`config.mk`:
```
export PLATFORM = sky130hd
export DESIGN_NAME = secondary_interrupt_aggregator
export DESIGN_NICKNAME = d
export VERILOG_FILES = /design/src/rtl/sec_irq_pkg.sv /design/src/rtl/edge_detect.sv /design/src/rtl/secondary_interrupt_aggregator.sv
export SDC_FILE = /design/constraint.sdc
export NUM_CORES = 1
export LEC_CHECK = 0
export BUFFER_PORTS_ARGS = -buffer_cell sky130_fd_sc_hd__buf_2
export CORE_ASPECT_RATIO = 0.75
export CORE_MARGIN = 3
export CORE_UTILIZATION = 40
export DETAILED_ROUTE_END_ITERATION = 10
export PLACE_DENSITY_LB_ADDON = 0.3
export SYNTH_ARGS = -nofsm -noshare
export SYNTH_HDL_FRONTEND = slang
export SYNTH_SLANG_ARGS = --single-unit
```
`constraint.sdc`:
```
create_clock -name core_clk -period 3.54 [get_ports core_clk]
set_input_delay 0 -clock core_clk [delete_from_list [all_inputs] [get_ports core_clk]]
set_output_delay 0 -clock core_clk [all_outputs]
set_load 0.02 [all_outputs]
```
`src/rtl/sec_irq_pkg.sv`:
```
// Purpose: Constants for the secondary interrupt aggregator
// Assumes: 16-bit registers on a plain strobe port
// Notes: Offsets are register indices on the plain port
package sec_irq_pkg;
   // ----------------------------------------
   // Register offsets
   // ----------------------------------------
   localparam logic [15:0] OFF_PRIMARY = 16'h4010;
   localparam logic [15:0] OFF_STATUS_ONE = 16'h4011;
   localparam logic [15:0] OFF_STATUS_TWO = 16'h4012;
   localparam logic [15:0] OFF_STATUS_FIVE = 16'h4015;
   localparam logic [15:0] OFF_PRIMARY_MASK = 16'h4018;
   localparam logic [15:0] OFF_MASK_ONE = 16'h4019;
   localparam logic [15:0] OFF_MASK_TWO = 16'h401A;
   localparam logic [15:0] OFF_MASK_FIVE = 16'h401D;
   localparam logic [15:0] OFF_PIN_TRIGGER = 16'h4020;
   // ----------------------------------------
   // Field positions
   // ----------------------------------------
   localparam int BIT_THERMAL = 1;
   localparam int BIT_BUTTON = 12;
   localparam int BIT_POR = 2;
   localparam int BIT_SLEEP_OFF = 1;
   localparam int BIT_ON_WAKE = 0;
   localparam int BIT_PRI_PS = 15;
   localparam int BIT_PRI_THERMAL = 14;
   localparam int BIT_PRI_PINS = 13;
   localparam int BIT_PRI_BUTTON = 12;
   localparam int PIN_COUNT = 12;
   // ----------------------------------------
   // Reset values and writable masks
   // ----------------------------------------
   localparam logic [15:0] MASK_ONE_BITS = 16'h1002;
   localparam logic [15:0] MASK_TWO_BITS = 16'h0007;
   localparam logic [15:0] MASK_FIVE_BITS = 16'h0FFF;
   localparam logic [15:0] PRIMARY_MASK_BITS = 16'hF017;
   localparam logic [15:0] PIN_TRIGGER_RESET = 16'h0000;
   // Pin trigger modes: two bits per pin
   typedef enum logic [1:0] {
      TRIG_RISE = 2'b00,
      TRIG_FALL = 2'b01,
      TRIG_BOTH = 2'b10,
      TRIG_LEVEL = 2'b11
   } trig_type;
endpackage

```
`src/rtl/edge_detect.sv`:
```
// Purpose: Synchronise one source and report selected edge or level
// Assumes: Source may be asynchronous
// Notes: First stage is read by the second stage only
`timescale 1ns/1ps
module edge_detect
   import sec_irq_pkg::*;
(
   input wire logic core_clk, // Clock
   input wire logic rst_n, // Async reset, active low
   input wire logic srcIn, // Source condition
   input wire logic [1:0] mode, // Trigger select
   output logic hit // Event this cycle
);
   typedef struct packed {
      logic s1;
      logic s2;
      logic prev;
   } st_type;
   st_type st_r, st_nxt;
   logic rise, fall;

   // ----------------------------------------
   // Sync and edge compare
   // ----------------------------------------
   always_comb begin
      st_nxt = st_r;
      st_nxt.s1 = srcIn;
      st_nxt.s2 = st_r.s1;
      st_nxt.prev = st_r.s2;
   end

   always_ff @(posedge core_clk or negedge rst_n) begin
      if (!rst_n) begin
         st_r <= '0;
      end else begin
         st_r <= st_nxt;
      end
   end

   // Event select by mode
   assign rise = st_r.s2 & ~st_r.prev;
   assign fall = ~st_r.s2 & st_r.prev;
   always_comb begin
      case (trig_type'(mode))
         TRIG_RISE: hit = rise;
         TRIG_FALL: hit = fall;
         TRIG_BOTH: hit = rise | fall;
         TRIG_LEVEL: hit = st_r.s2;
         default: hit = 1'b0;
      endcase
   end
endmodule

```
`src/rtl/secondary_interrupt_aggregator.sv`:
```
// Purpose: Secondary event bits, masks and primary interrupt bits
// Assumes: One clock, plain register port, sources synchronised inside
// Notes: Status bits are write-one-to-clear
`timescale 1ns/1ps
module secondary_interrupt_aggregator
   import sec_irq_pkg::*;
(
   input wire logic core_clk, // 25 MHz clock
   input wire logic rst_n, // Async reset, active low
   input wire logic [15:0] regAddr, // Register offset
   input wire logic [15:0] regWdata, // Write data
   input wire logic regWr, // Write strobe
   input wire logic regRd, // Read strobe
   output logic [15:0] regRdata, // Read data, cycle after strobe
   input wire logic powerOnReset, // Power-on-reset indication
   input wire logic sleepOffEntry, // Entered sleep or off
   input wire logic onWakeEntry, // Entered on or wake
   input wire logic thermalWarning, // Thermal warning condition
   input wire logic powerButton, // On pin level
   input wire logic [11:0] pinLevels, // General-purpose pin levels
   input wire logic [15:0] otherPrimary, // Primaries from other groups
   output logic irqOut // Host interrupt, active high
);
   typedef struct packed {
      logic [15:0] statusOne;
      logic [15:0] statusTwo;
      logic [15:0] statusFive;
      logic [15:0] maskOne;
      logic [15:0] maskTwo;
      logic [15:0] maskFive;
      logic [15:0] primaryMask;
      logic [23:0] pinTrigger;
      logic [15:0] rdata;
      logic irq;
   } st_type;
   st_type st_r, st_nxt;
   logic [15:0] evOne, evTwo, evFive, primary, clrData;
   logic thermHit, buttonHit, porHit, sleepHit, wakeHit;
   logic [11:0] pinHit;
   logic psPri, thermPri, pinPri, buttonPri;

   // ----------------------------------------
   // Source edge detectors
   // ----------------------------------------
   edge_detect u_por (.core_clk(core_clk), .rst_n(rst_n), .srcIn(powerOnReset),
      .mode(TRIG_RISE), .hit(porHit));
   edge_detect u_sleep (.core_clk(core_clk), .rst_n(rst_n), .srcIn(sleepOffEntry),
      .mode(TRIG_RISE), .hit(sleepHit));
   edge_detect u_wake (.core_clk(core_clk), .rst_n(rst_n), .srcIn(onWakeEntry),
      .mode(TRIG_RISE), .hit(wakeHit));
   edge_detect u_therm (.core_clk(core_clk), .rst_n(rst_n), .srcIn(thermalWarning),
      .mode(TRIG_BOTH), .hit(thermHit));
   edge_detect u_button (.core_clk(core_clk), .rst_n(rst_n), .srcIn(powerButton),
      .mode(TRIG_BOTH), .hit(buttonHit));

   // One detector per pin, mode from its own trigger field
   genvar gi;
   generate
      for (gi = 0; gi < PIN_COUNT; gi++) begin : g_pin
         edge_detect u_pin (.core_clk(core_clk), .rst_n(rst_n), .srcIn(pinLevels[gi]),
            .mode(st_r.pinTrigger[2*gi +: 2]), .hit(pinHit[gi]));
      end
   endgenerate

   // ----------------------------------------
   // Event vectors in register layout
   // ----------------------------------------
   always_comb begin
      evOne = 16'h0000;
      evOne[BIT_THERMAL] = thermHit;
      evOne[BIT_BUTTON] = buttonHit;
      evTwo = 16'h0000;
      evTwo[BIT_POR] = porHit;
      evTwo[BIT_SLEEP_OFF] = sleepHit;
      evTwo[BIT_ON_WAKE] = wakeHit;
      evFive = {4'h0, pinHit};
   end

   // ----------------------------------------
   // Primary aggregation
   // ----------------------------------------
   assign psPri = |(st_r.statusTwo & ~st_r.maskTwo & MASK_TWO_BITS);
   assign thermPri = st_r.statusOne[BIT_THERMAL] & ~st_r.maskOne[BIT_THERMAL];
   assign pinPri = |(st_r.statusFive & ~st_r.maskFive & MASK_FIVE_BITS);
   assign buttonPri = st_r.statusOne[BIT_BUTTON] & ~st_r.maskOne[BIT_BUTTON];
   always_comb begin
      primary = otherPrimary & 16'h0FFF;
      primary[BIT_PRI_PS] = psPri;
      primary[BIT_PRI_THERMAL] = thermPri;
      primary[BIT_PRI_PINS] = pinPri;
      primary[BIT_PRI_BUTTON] = buttonPri;
   end

   // ----------------------------------------
   // Register update and read
   // ----------------------------------------
   assign clrData = regWr ? regWdata : 16'h0000;
   always_comb begin
      st_nxt = st_r;
      // Set wins over a clearing write; zeros leave bits alone
      st_nxt.statusOne = ((st_r.statusOne & ~((regAddr == OFF_STATUS_ONE) ? clrData : 16'h0000))
         | evOne) & MASK_ONE_BITS;
      st_nxt.statusTwo = ((st_r.statusTwo & ~((regAddr == OFF_STATUS_TWO) ? clrData : 16'h0000))
         | evTwo) & MASK_TWO_BITS;
      st_nxt.statusFive = ((st_r.statusFive & ~((regAddr == OFF_STATUS_FIVE) ? clrData : 16'h0000))
         | evFive) & MASK_FIVE_BITS;
      if (regWr) begin
         case (regAddr)
            OFF_MASK_ONE: st_nxt.maskOne = regWdata & MASK_ONE_BITS;
            OFF_MASK_TWO: st_nxt.maskTwo = regWdata & MASK_TWO_BITS;
            OFF_MASK_FIVE: st_nxt.maskFive = regWdata & MASK_FIVE_BITS;
            OFF_PRIMARY_MASK: st_nxt.primaryMask = regWdata & PRIMARY_MASK_BITS;
            OFF_PIN_TRIGGER: st_nxt.pinTrigger[15:0] = regWdata;
            OFF_PIN_TRIGGER + 16'h0001: st_nxt.pinTrigger[23:16] = regWdata[7:0];
            default: st_nxt.pinTrigger = st_r.pinTrigger;
         endcase
      end
      // Read mux; unmapped reads give zero
      st_nxt.rdata = 16'h0000;
      if (regRd) begin
         case (regAddr)
            OFF_PRIMARY: st_nxt.rdata = primary;
            OFF_STATUS_ONE: st_nxt.rdata = st_r.statusOne;
            OFF_STATUS_TWO: st_nxt.rdata = st_r.statusTwo;
            OFF_STATUS_FIVE: st_nxt.rdata = st_r.statusFive;
            OFF_MASK_ONE: st_nxt.rdata = st_r.maskOne;
            OFF_MASK_TWO: st_nxt.rdata = st_r.maskTwo;
            OFF_MASK_FIVE: st_nxt.rdata = st_r.maskFive;
            OFF_PRIMARY_MASK: st_nxt.rdata = st_r.primaryMask;
            OFF_PIN_TRIGGER: st_nxt.rdata = st_r.pinTrigger[15:0];
            OFF_PIN_TRIGGER + 16'h0001: st_nxt.rdata = {8'h00, st_r.pinTrigger[23:16]};
            default: st_nxt.rdata = 16'h0000;
         endcase
      end
      st_nxt.irq = |(primary & ~st_r.primaryMask);
   end

   always_ff @(posedge core_clk or negedge rst_n) begin
      if (!rst_n) begin
         st_r.statusOne <= 16'h0000;
         st_r.statusTwo <= 16'h0000;
         st_r.statusFive <= 16'h0000;
         st_r.maskOne <= MASK_ONE_BITS;
         st_r.maskTwo <= MASK_TWO_BITS;
         st_r.maskFive <= MASK_FIVE_BITS;
         st_r.primaryMask <= PRIMARY_MASK_BITS;
         st_r.pinTrigger <= {PIN_TRIGGER_RESET, 8'h00};
         st_r.rdata <= 16'h0000;
         st_r.irq <= 1'b0;
      end else begin
         st_r <= st_nxt;
      end
   end

   assign regRdata = st_r.rdata;
   assign irqOut = st_r.irq;
endmodule

```
# Yosys cells after proc, flatten, opt, wreduce, memory -nomap -nowiden
# Index checks and enable logic that the tools add are counted.
[totals]
output_inout_bits = 17
regBits = 134
inputBits = 69
elab_cells = 242
[classes]
bitwise = 95
eq_ne = 46
muxes = 18
n_reduce_logical = 21
[ops]
columns = ["op", "count"]
rows = [
  ["16-bit by 15-bit equality test with 1-bit output, second input constant", 10],
  ["16-bit case mux with 10 select lines", 1],
  ["2-bit equality test, second input constant", 24],
  ["1-bit case mux with 4 select lines", 12],
  ["1-bit bitwise AND", 33],
  ["1-bit NOT", 33],
  ["13-bit 2-to-1 mux", 2],
  ["12-bit bitwise AND", 2],
  ["2-bit by 1-bit equality test with 1-bit output, second input constant", 12],
  ["2-bit zero test", 12],
  ["12-bit NOT", 2],
  ["16-bit bitwise AND", 1],
  ["16-bit 2-to-1 mux", 1],
  ["16-bit NOT", 1],
  ["16-bit OR reduction", 1],
  ["1-bit OR", 14],
  ["13-bit bitwise AND", 1],
  ["13-bit NOT", 1],
  ["13-bit OR", 1],
  ["12-bit 2-to-1 mux", 1],
  ["12-bit OR", 1],
  ["2-bit AND reduction", 6],
  ["12-bit OR reduction", 1],
  ["3-bit bitwise AND", 2],
  ["4 further kinds", 5],
]

# Logic depth before layout (Yosys ltp)
[logic_depth]
ltp_word = 5
mapped_depth = 7

# Hierarchy
# A second synthesis with hierarchy kept.
[hier_totals]
hier_cells = 492
area_unflattened_um2 = 6431.2
[modules_own_cells]
columns = ["mod", "seq_area_each_um2", "cells_per_inst", "n_inst", "area_per_inst_um2"]
rows = [
  ["secondary_interrupt_aggregator", 2108.3, 339, 1, 4155.2],
  ["edge_detect", 75.1, 9, 17, 133.9],
]

# Worst setup path before layout
# No wires, ideal clock.
[synth_timing]
kind = "input to register"
from = "input port regAddr[9]"
to = "register st_r[23] (netlist name)"
setup_slack_ns = 1.649
path_buffers = 2
required_time_ns = 3.415
t_arrival_ns = 1.766
stages = 6
cell_sequence = "or4_4 > buf_6 > nor4_4 > nand2_4 > buf_6 > mux2_4"
[synth_between]
elab_chain_len = 2
[synth_rtl]
columns = ["item", "line", "source"]
rows = [
  ["from (decl)", "secondary_interrupt_aggregator.sv:10", "input wire logic [15:0] regAddr,"],
  ["16-bit by 15-bit equality test with 1-bit output", "secondary_interrupt_aggregator.sv:108", "case (regAddr)"],
  ["2-bit AND reduction (no line)", "--", ""],
  ["to (signal assigned)", "secondary_interrupt_aggregator.sv:151", "st_r <= st_nxt;"],
  ["to (decl)", "secondary_interrupt_aggregator.sv:36", "st_type st_r, st_nxt;"],
]
# Every way passes these cells.
# A chain may end at the register's enable or synchronous reset.

==> results.py <==
metrics = {
    "outcome": {
        "status": "finished, final reports clean",
    },
    "drt": {
        "viasPerCell": 5.344,
        "postRouteAntennaNets": 0,
        "firstDrtPassIters": 5,
        "routed_wl_um": 15000,
        "drc": 0,
        "wl_per_cell_um": 18.55,
        "drt_iter0_markers": 428,
        "vias": 4323,
    },
    "timing": {
        "fmax_mhz": 426.4,
        "setup_violations": 0,
        "finalClockSkew_ns": 0.01041,
        "slew_violations": 0,
        "relSlewSlack": 0.4942,
        "tightestPinTransition_ns": 0.7485,
        "fin_crit_sh": 0.6624,
        "whs_ns": 0.01144,
        "fin_ws_ns": 1.195,
        "setup-tns-final_ns": 0,
        "rsz0062_at_grt": "false",
        "min_period_ns": 2.345,
        "hold_violations": 0,
    },
    "clocking": {
        "ctsRootBufferMaster": "clkbuf_16",
        "cts_sinks": 134,
        "cts_hold_buffers": 39,
        "post_cts_resized": 0,
        "clock_latency_ns": 0.42,
        "cts_inserted_buffers": 17,
        "clkTransAtPathRegs_ns": 0.05,
        "ctsHtreeMaxLevel": 4,
        "tritoncts": "yes",
        "cts_setup_buffers": 0,
        "cts_buffer_depth": 2,
    },
    "layout": {
        "final_nets": 689,
        "layout-drive-gt1-share": 0.3547,
        "antenna_cells": 0,
        "fill_cells": 1274,
        "area_delta_synth_final_pct": 23.43,
        "multi_input_area_sq_um": 2459,
        "seq_area_sq_um": 3385,
        "layout_common_cells": "dfrtp_1, buf_2, inv_1",
        "post-route-util": 0.5203,
        "final_common_cell": "dfrtp_1",
    },
    "pwr": {
        "p_per_area_nw_per_um2": 459.6,
        "leakagePower_uw": 0.003581,
        "vdd_drop_max_mv": 0.3144,
    },
    "place": {
        "hpwl_um": 10620,
        "place.gp.congestion": 0.8497,
        "portBuffers": 81,
        "dpl_worst_slack_ns": 1.043,
    },
    "global_routing": {
        "grt_pass1_vias": 4371,
        "grtUsageTotal": 0.1821,
        "grt_pass1_wl_um": 23630,
        "antenna_found_initial": 0,
        "grt_start_max_net_pins": 70,
        "gr-total-overflow": 0,
    },
    "worst_setup_path": {
        "path_common_cell": "dlygate4sd3_1",
        "cp.depth": 8,
        "reg2reg_depth": 5,
        "crit_arrival_ns": 2.63,
        "critPathTopFamily": "buffers and inverters",
        "crit_required_ns": 3.82,
        "cp-start-kind": "primary input",
        "crit_slowest_cell": "dlygate4sd3_1",
        "worstPathMaxFanout": 2,
        "cp_num_buf_inv": 4,
        "max_stage_delay_ns": 0.62,
        "worstPathCellList": "dlygate4sd3_1, buf_2, nor4_1, dlygate4sd3_1, nand3_1, dlygate4sd3_1, a2111oi_0, nand2_1",
        "path_class": "in -> reg",
        "critical_path.endpoint_type": "flip-flop",
    },
    "floorplan": {
        "die_h_um": 114.5,
        "io_pins": 86,
        "core_area_sq_um": 14880,
        "die_w_um": 150.6,
        "initial_utilization": 0.4216,
        "die_area_sq_um": 17240,
        "num_rows": 38,
    },
    "yosys": {
        "synth_flop_cell": "dfrtp_1",
        "synthesis.nets": 578,
        "synth_top_area_cell": "dfrtp_1",
        "ys_seq_area_frac": 0.5395,
        "synth_edf_count": 0,
        "yosysWarnings": 0,
        "synth_seq_cells": 134,
        "netlist.area_leader.share": 0.4348,
        "synth.distinct_cells": 58,
        "ys_top_cells_by_area": "dfrtp_1, dfstp_2, mux2_2",
        "syn_area_sq_um": 6274,
        "async_flop_share": 1.000,
        "synth.avg_cell_area_sq_um": 12.94,
        "postSynthCellCount": 485,
    },
    "worst_hold_path": {
        "hold_path_class": "in -> reg",
        "hold_depth": 5,
    },
    "flow_run": {
        "maxCapViolCount": 0,
    },
}
[report_power, final]
part / internal (uW) / switching (uW) / leakage [uW]
clock: 1120 / 657 / 0.000286
combinational: 88.4 / 110 / 0.00173
sequential: 1560 / 16.1 / 0.00157
total: 2780 / 783 / 0.00358
[worst reg2reg max path: stages, from the launching register on]
cell	delay [ns]
dfstp_2	0.54
inv_1	0.05
a2111o_1	0.42
o31a_1	0.29
a221oi_1	0.42
nor3_1	0.10
[synth_stat cells, types with 6 or more instances]
cell type,number
mux2_2,37
dfrtp_1,109
dfstp_2,25
nor3_1,14
buf_4,17
a22o_1,10
mux4_2,12
a21oi_1,7
inv_1,54
clkbuf_1,6
a21o_1,12
a222oi_1,8
nor2b_1,7
nand2_1,25
a221oi_1,6
mux2_4,10
a211oi_1,7
nand2b_1,6
ha_1,24
[metal layers]
layer,track usage,routed length [um],part of all wire
met1,0.2626,7009,0.47
met3,0.05501,1172,0.078
met4,0.04891,194,0.013
met5,0,0,0
met2,0.2690,6627,0.44
[flip-flops by register name, indices dropped and copies added, names as in the netlist]
name                flops
irqOut                  1
u_therm.st_r            1
u_por.st_r              1
u_button.st_r           1
regRdata               16
u_por.st_nxt            2
st_r                   66
u_therm.st_nxt          2
u_sleep.st_nxt          2
u_button.st_nxt         2
u_wake.st_r             1
u_sleep.st_r            1
u_wake.st_nxt           2
g_pin.u_pin.st_nxt     24
g_pin.u_pin.st_r       12
[layout make-up]
cell class / count / area share
Clock buffer: 20 / 0.05768
Clock inverter: 12 / 0.01987
Inverter: 54 / 0.02618
Multi-Input combinational cell: 263 / 0.3175
Sequential cell: 134 / 0.4371
Tap cell: 200 / 0.03232
Timing Repair Buffer: 126 / 0.1094
[worst paths after layout]
check / startpoint / end / slack, ns
min in group asynchronous: rst_n / g_pin[7].u_pin.st_nxt[1] / 0.15
worst max register to register: st_r[63] / regRdata[13] / 1.57
worst min register to register: u_sleep.st_nxt[1] / u_sleep.st_nxt[0] / 0.34
worst max-delay path: otherPrimary[6] / irqOut / 1.19
worst min-delay path: otherPrimary[0] / irqOut / 0.01
max in group asynchronous: rst_n / st_r[61] / 2.46
[logic make-up (layout without fill, tap and decap cells)]
kind of cell             after synthesis  count (layout)  synth area share
flip-flops                           134             134            0.5395
adder cells (fa/ha/maj)               24              24           0.04787
buffers and inverters                 88             212           0.06861
multiplexers                          66              66            0.1450
AND/OR/NAND/NOR                       98              98            0.1047
XOR/XNOR                               2               2          0.002793
AO/OA/AOI/OAI                         73              73           0.09155
[metrics by stage]
stage          instance area, sq um  instances  power (uW)
3_3_place_gp                   6753        738        1766
6_report                       7744        809        3559
4_1_cts                        7744        809        3591
3_5_place_dp                   6753        738        1774
5_1_grt                        7744        809        3690
2_1_floorplan                  6274        485        1671
No activity file was read; power rests on OpenSTA's default activity.
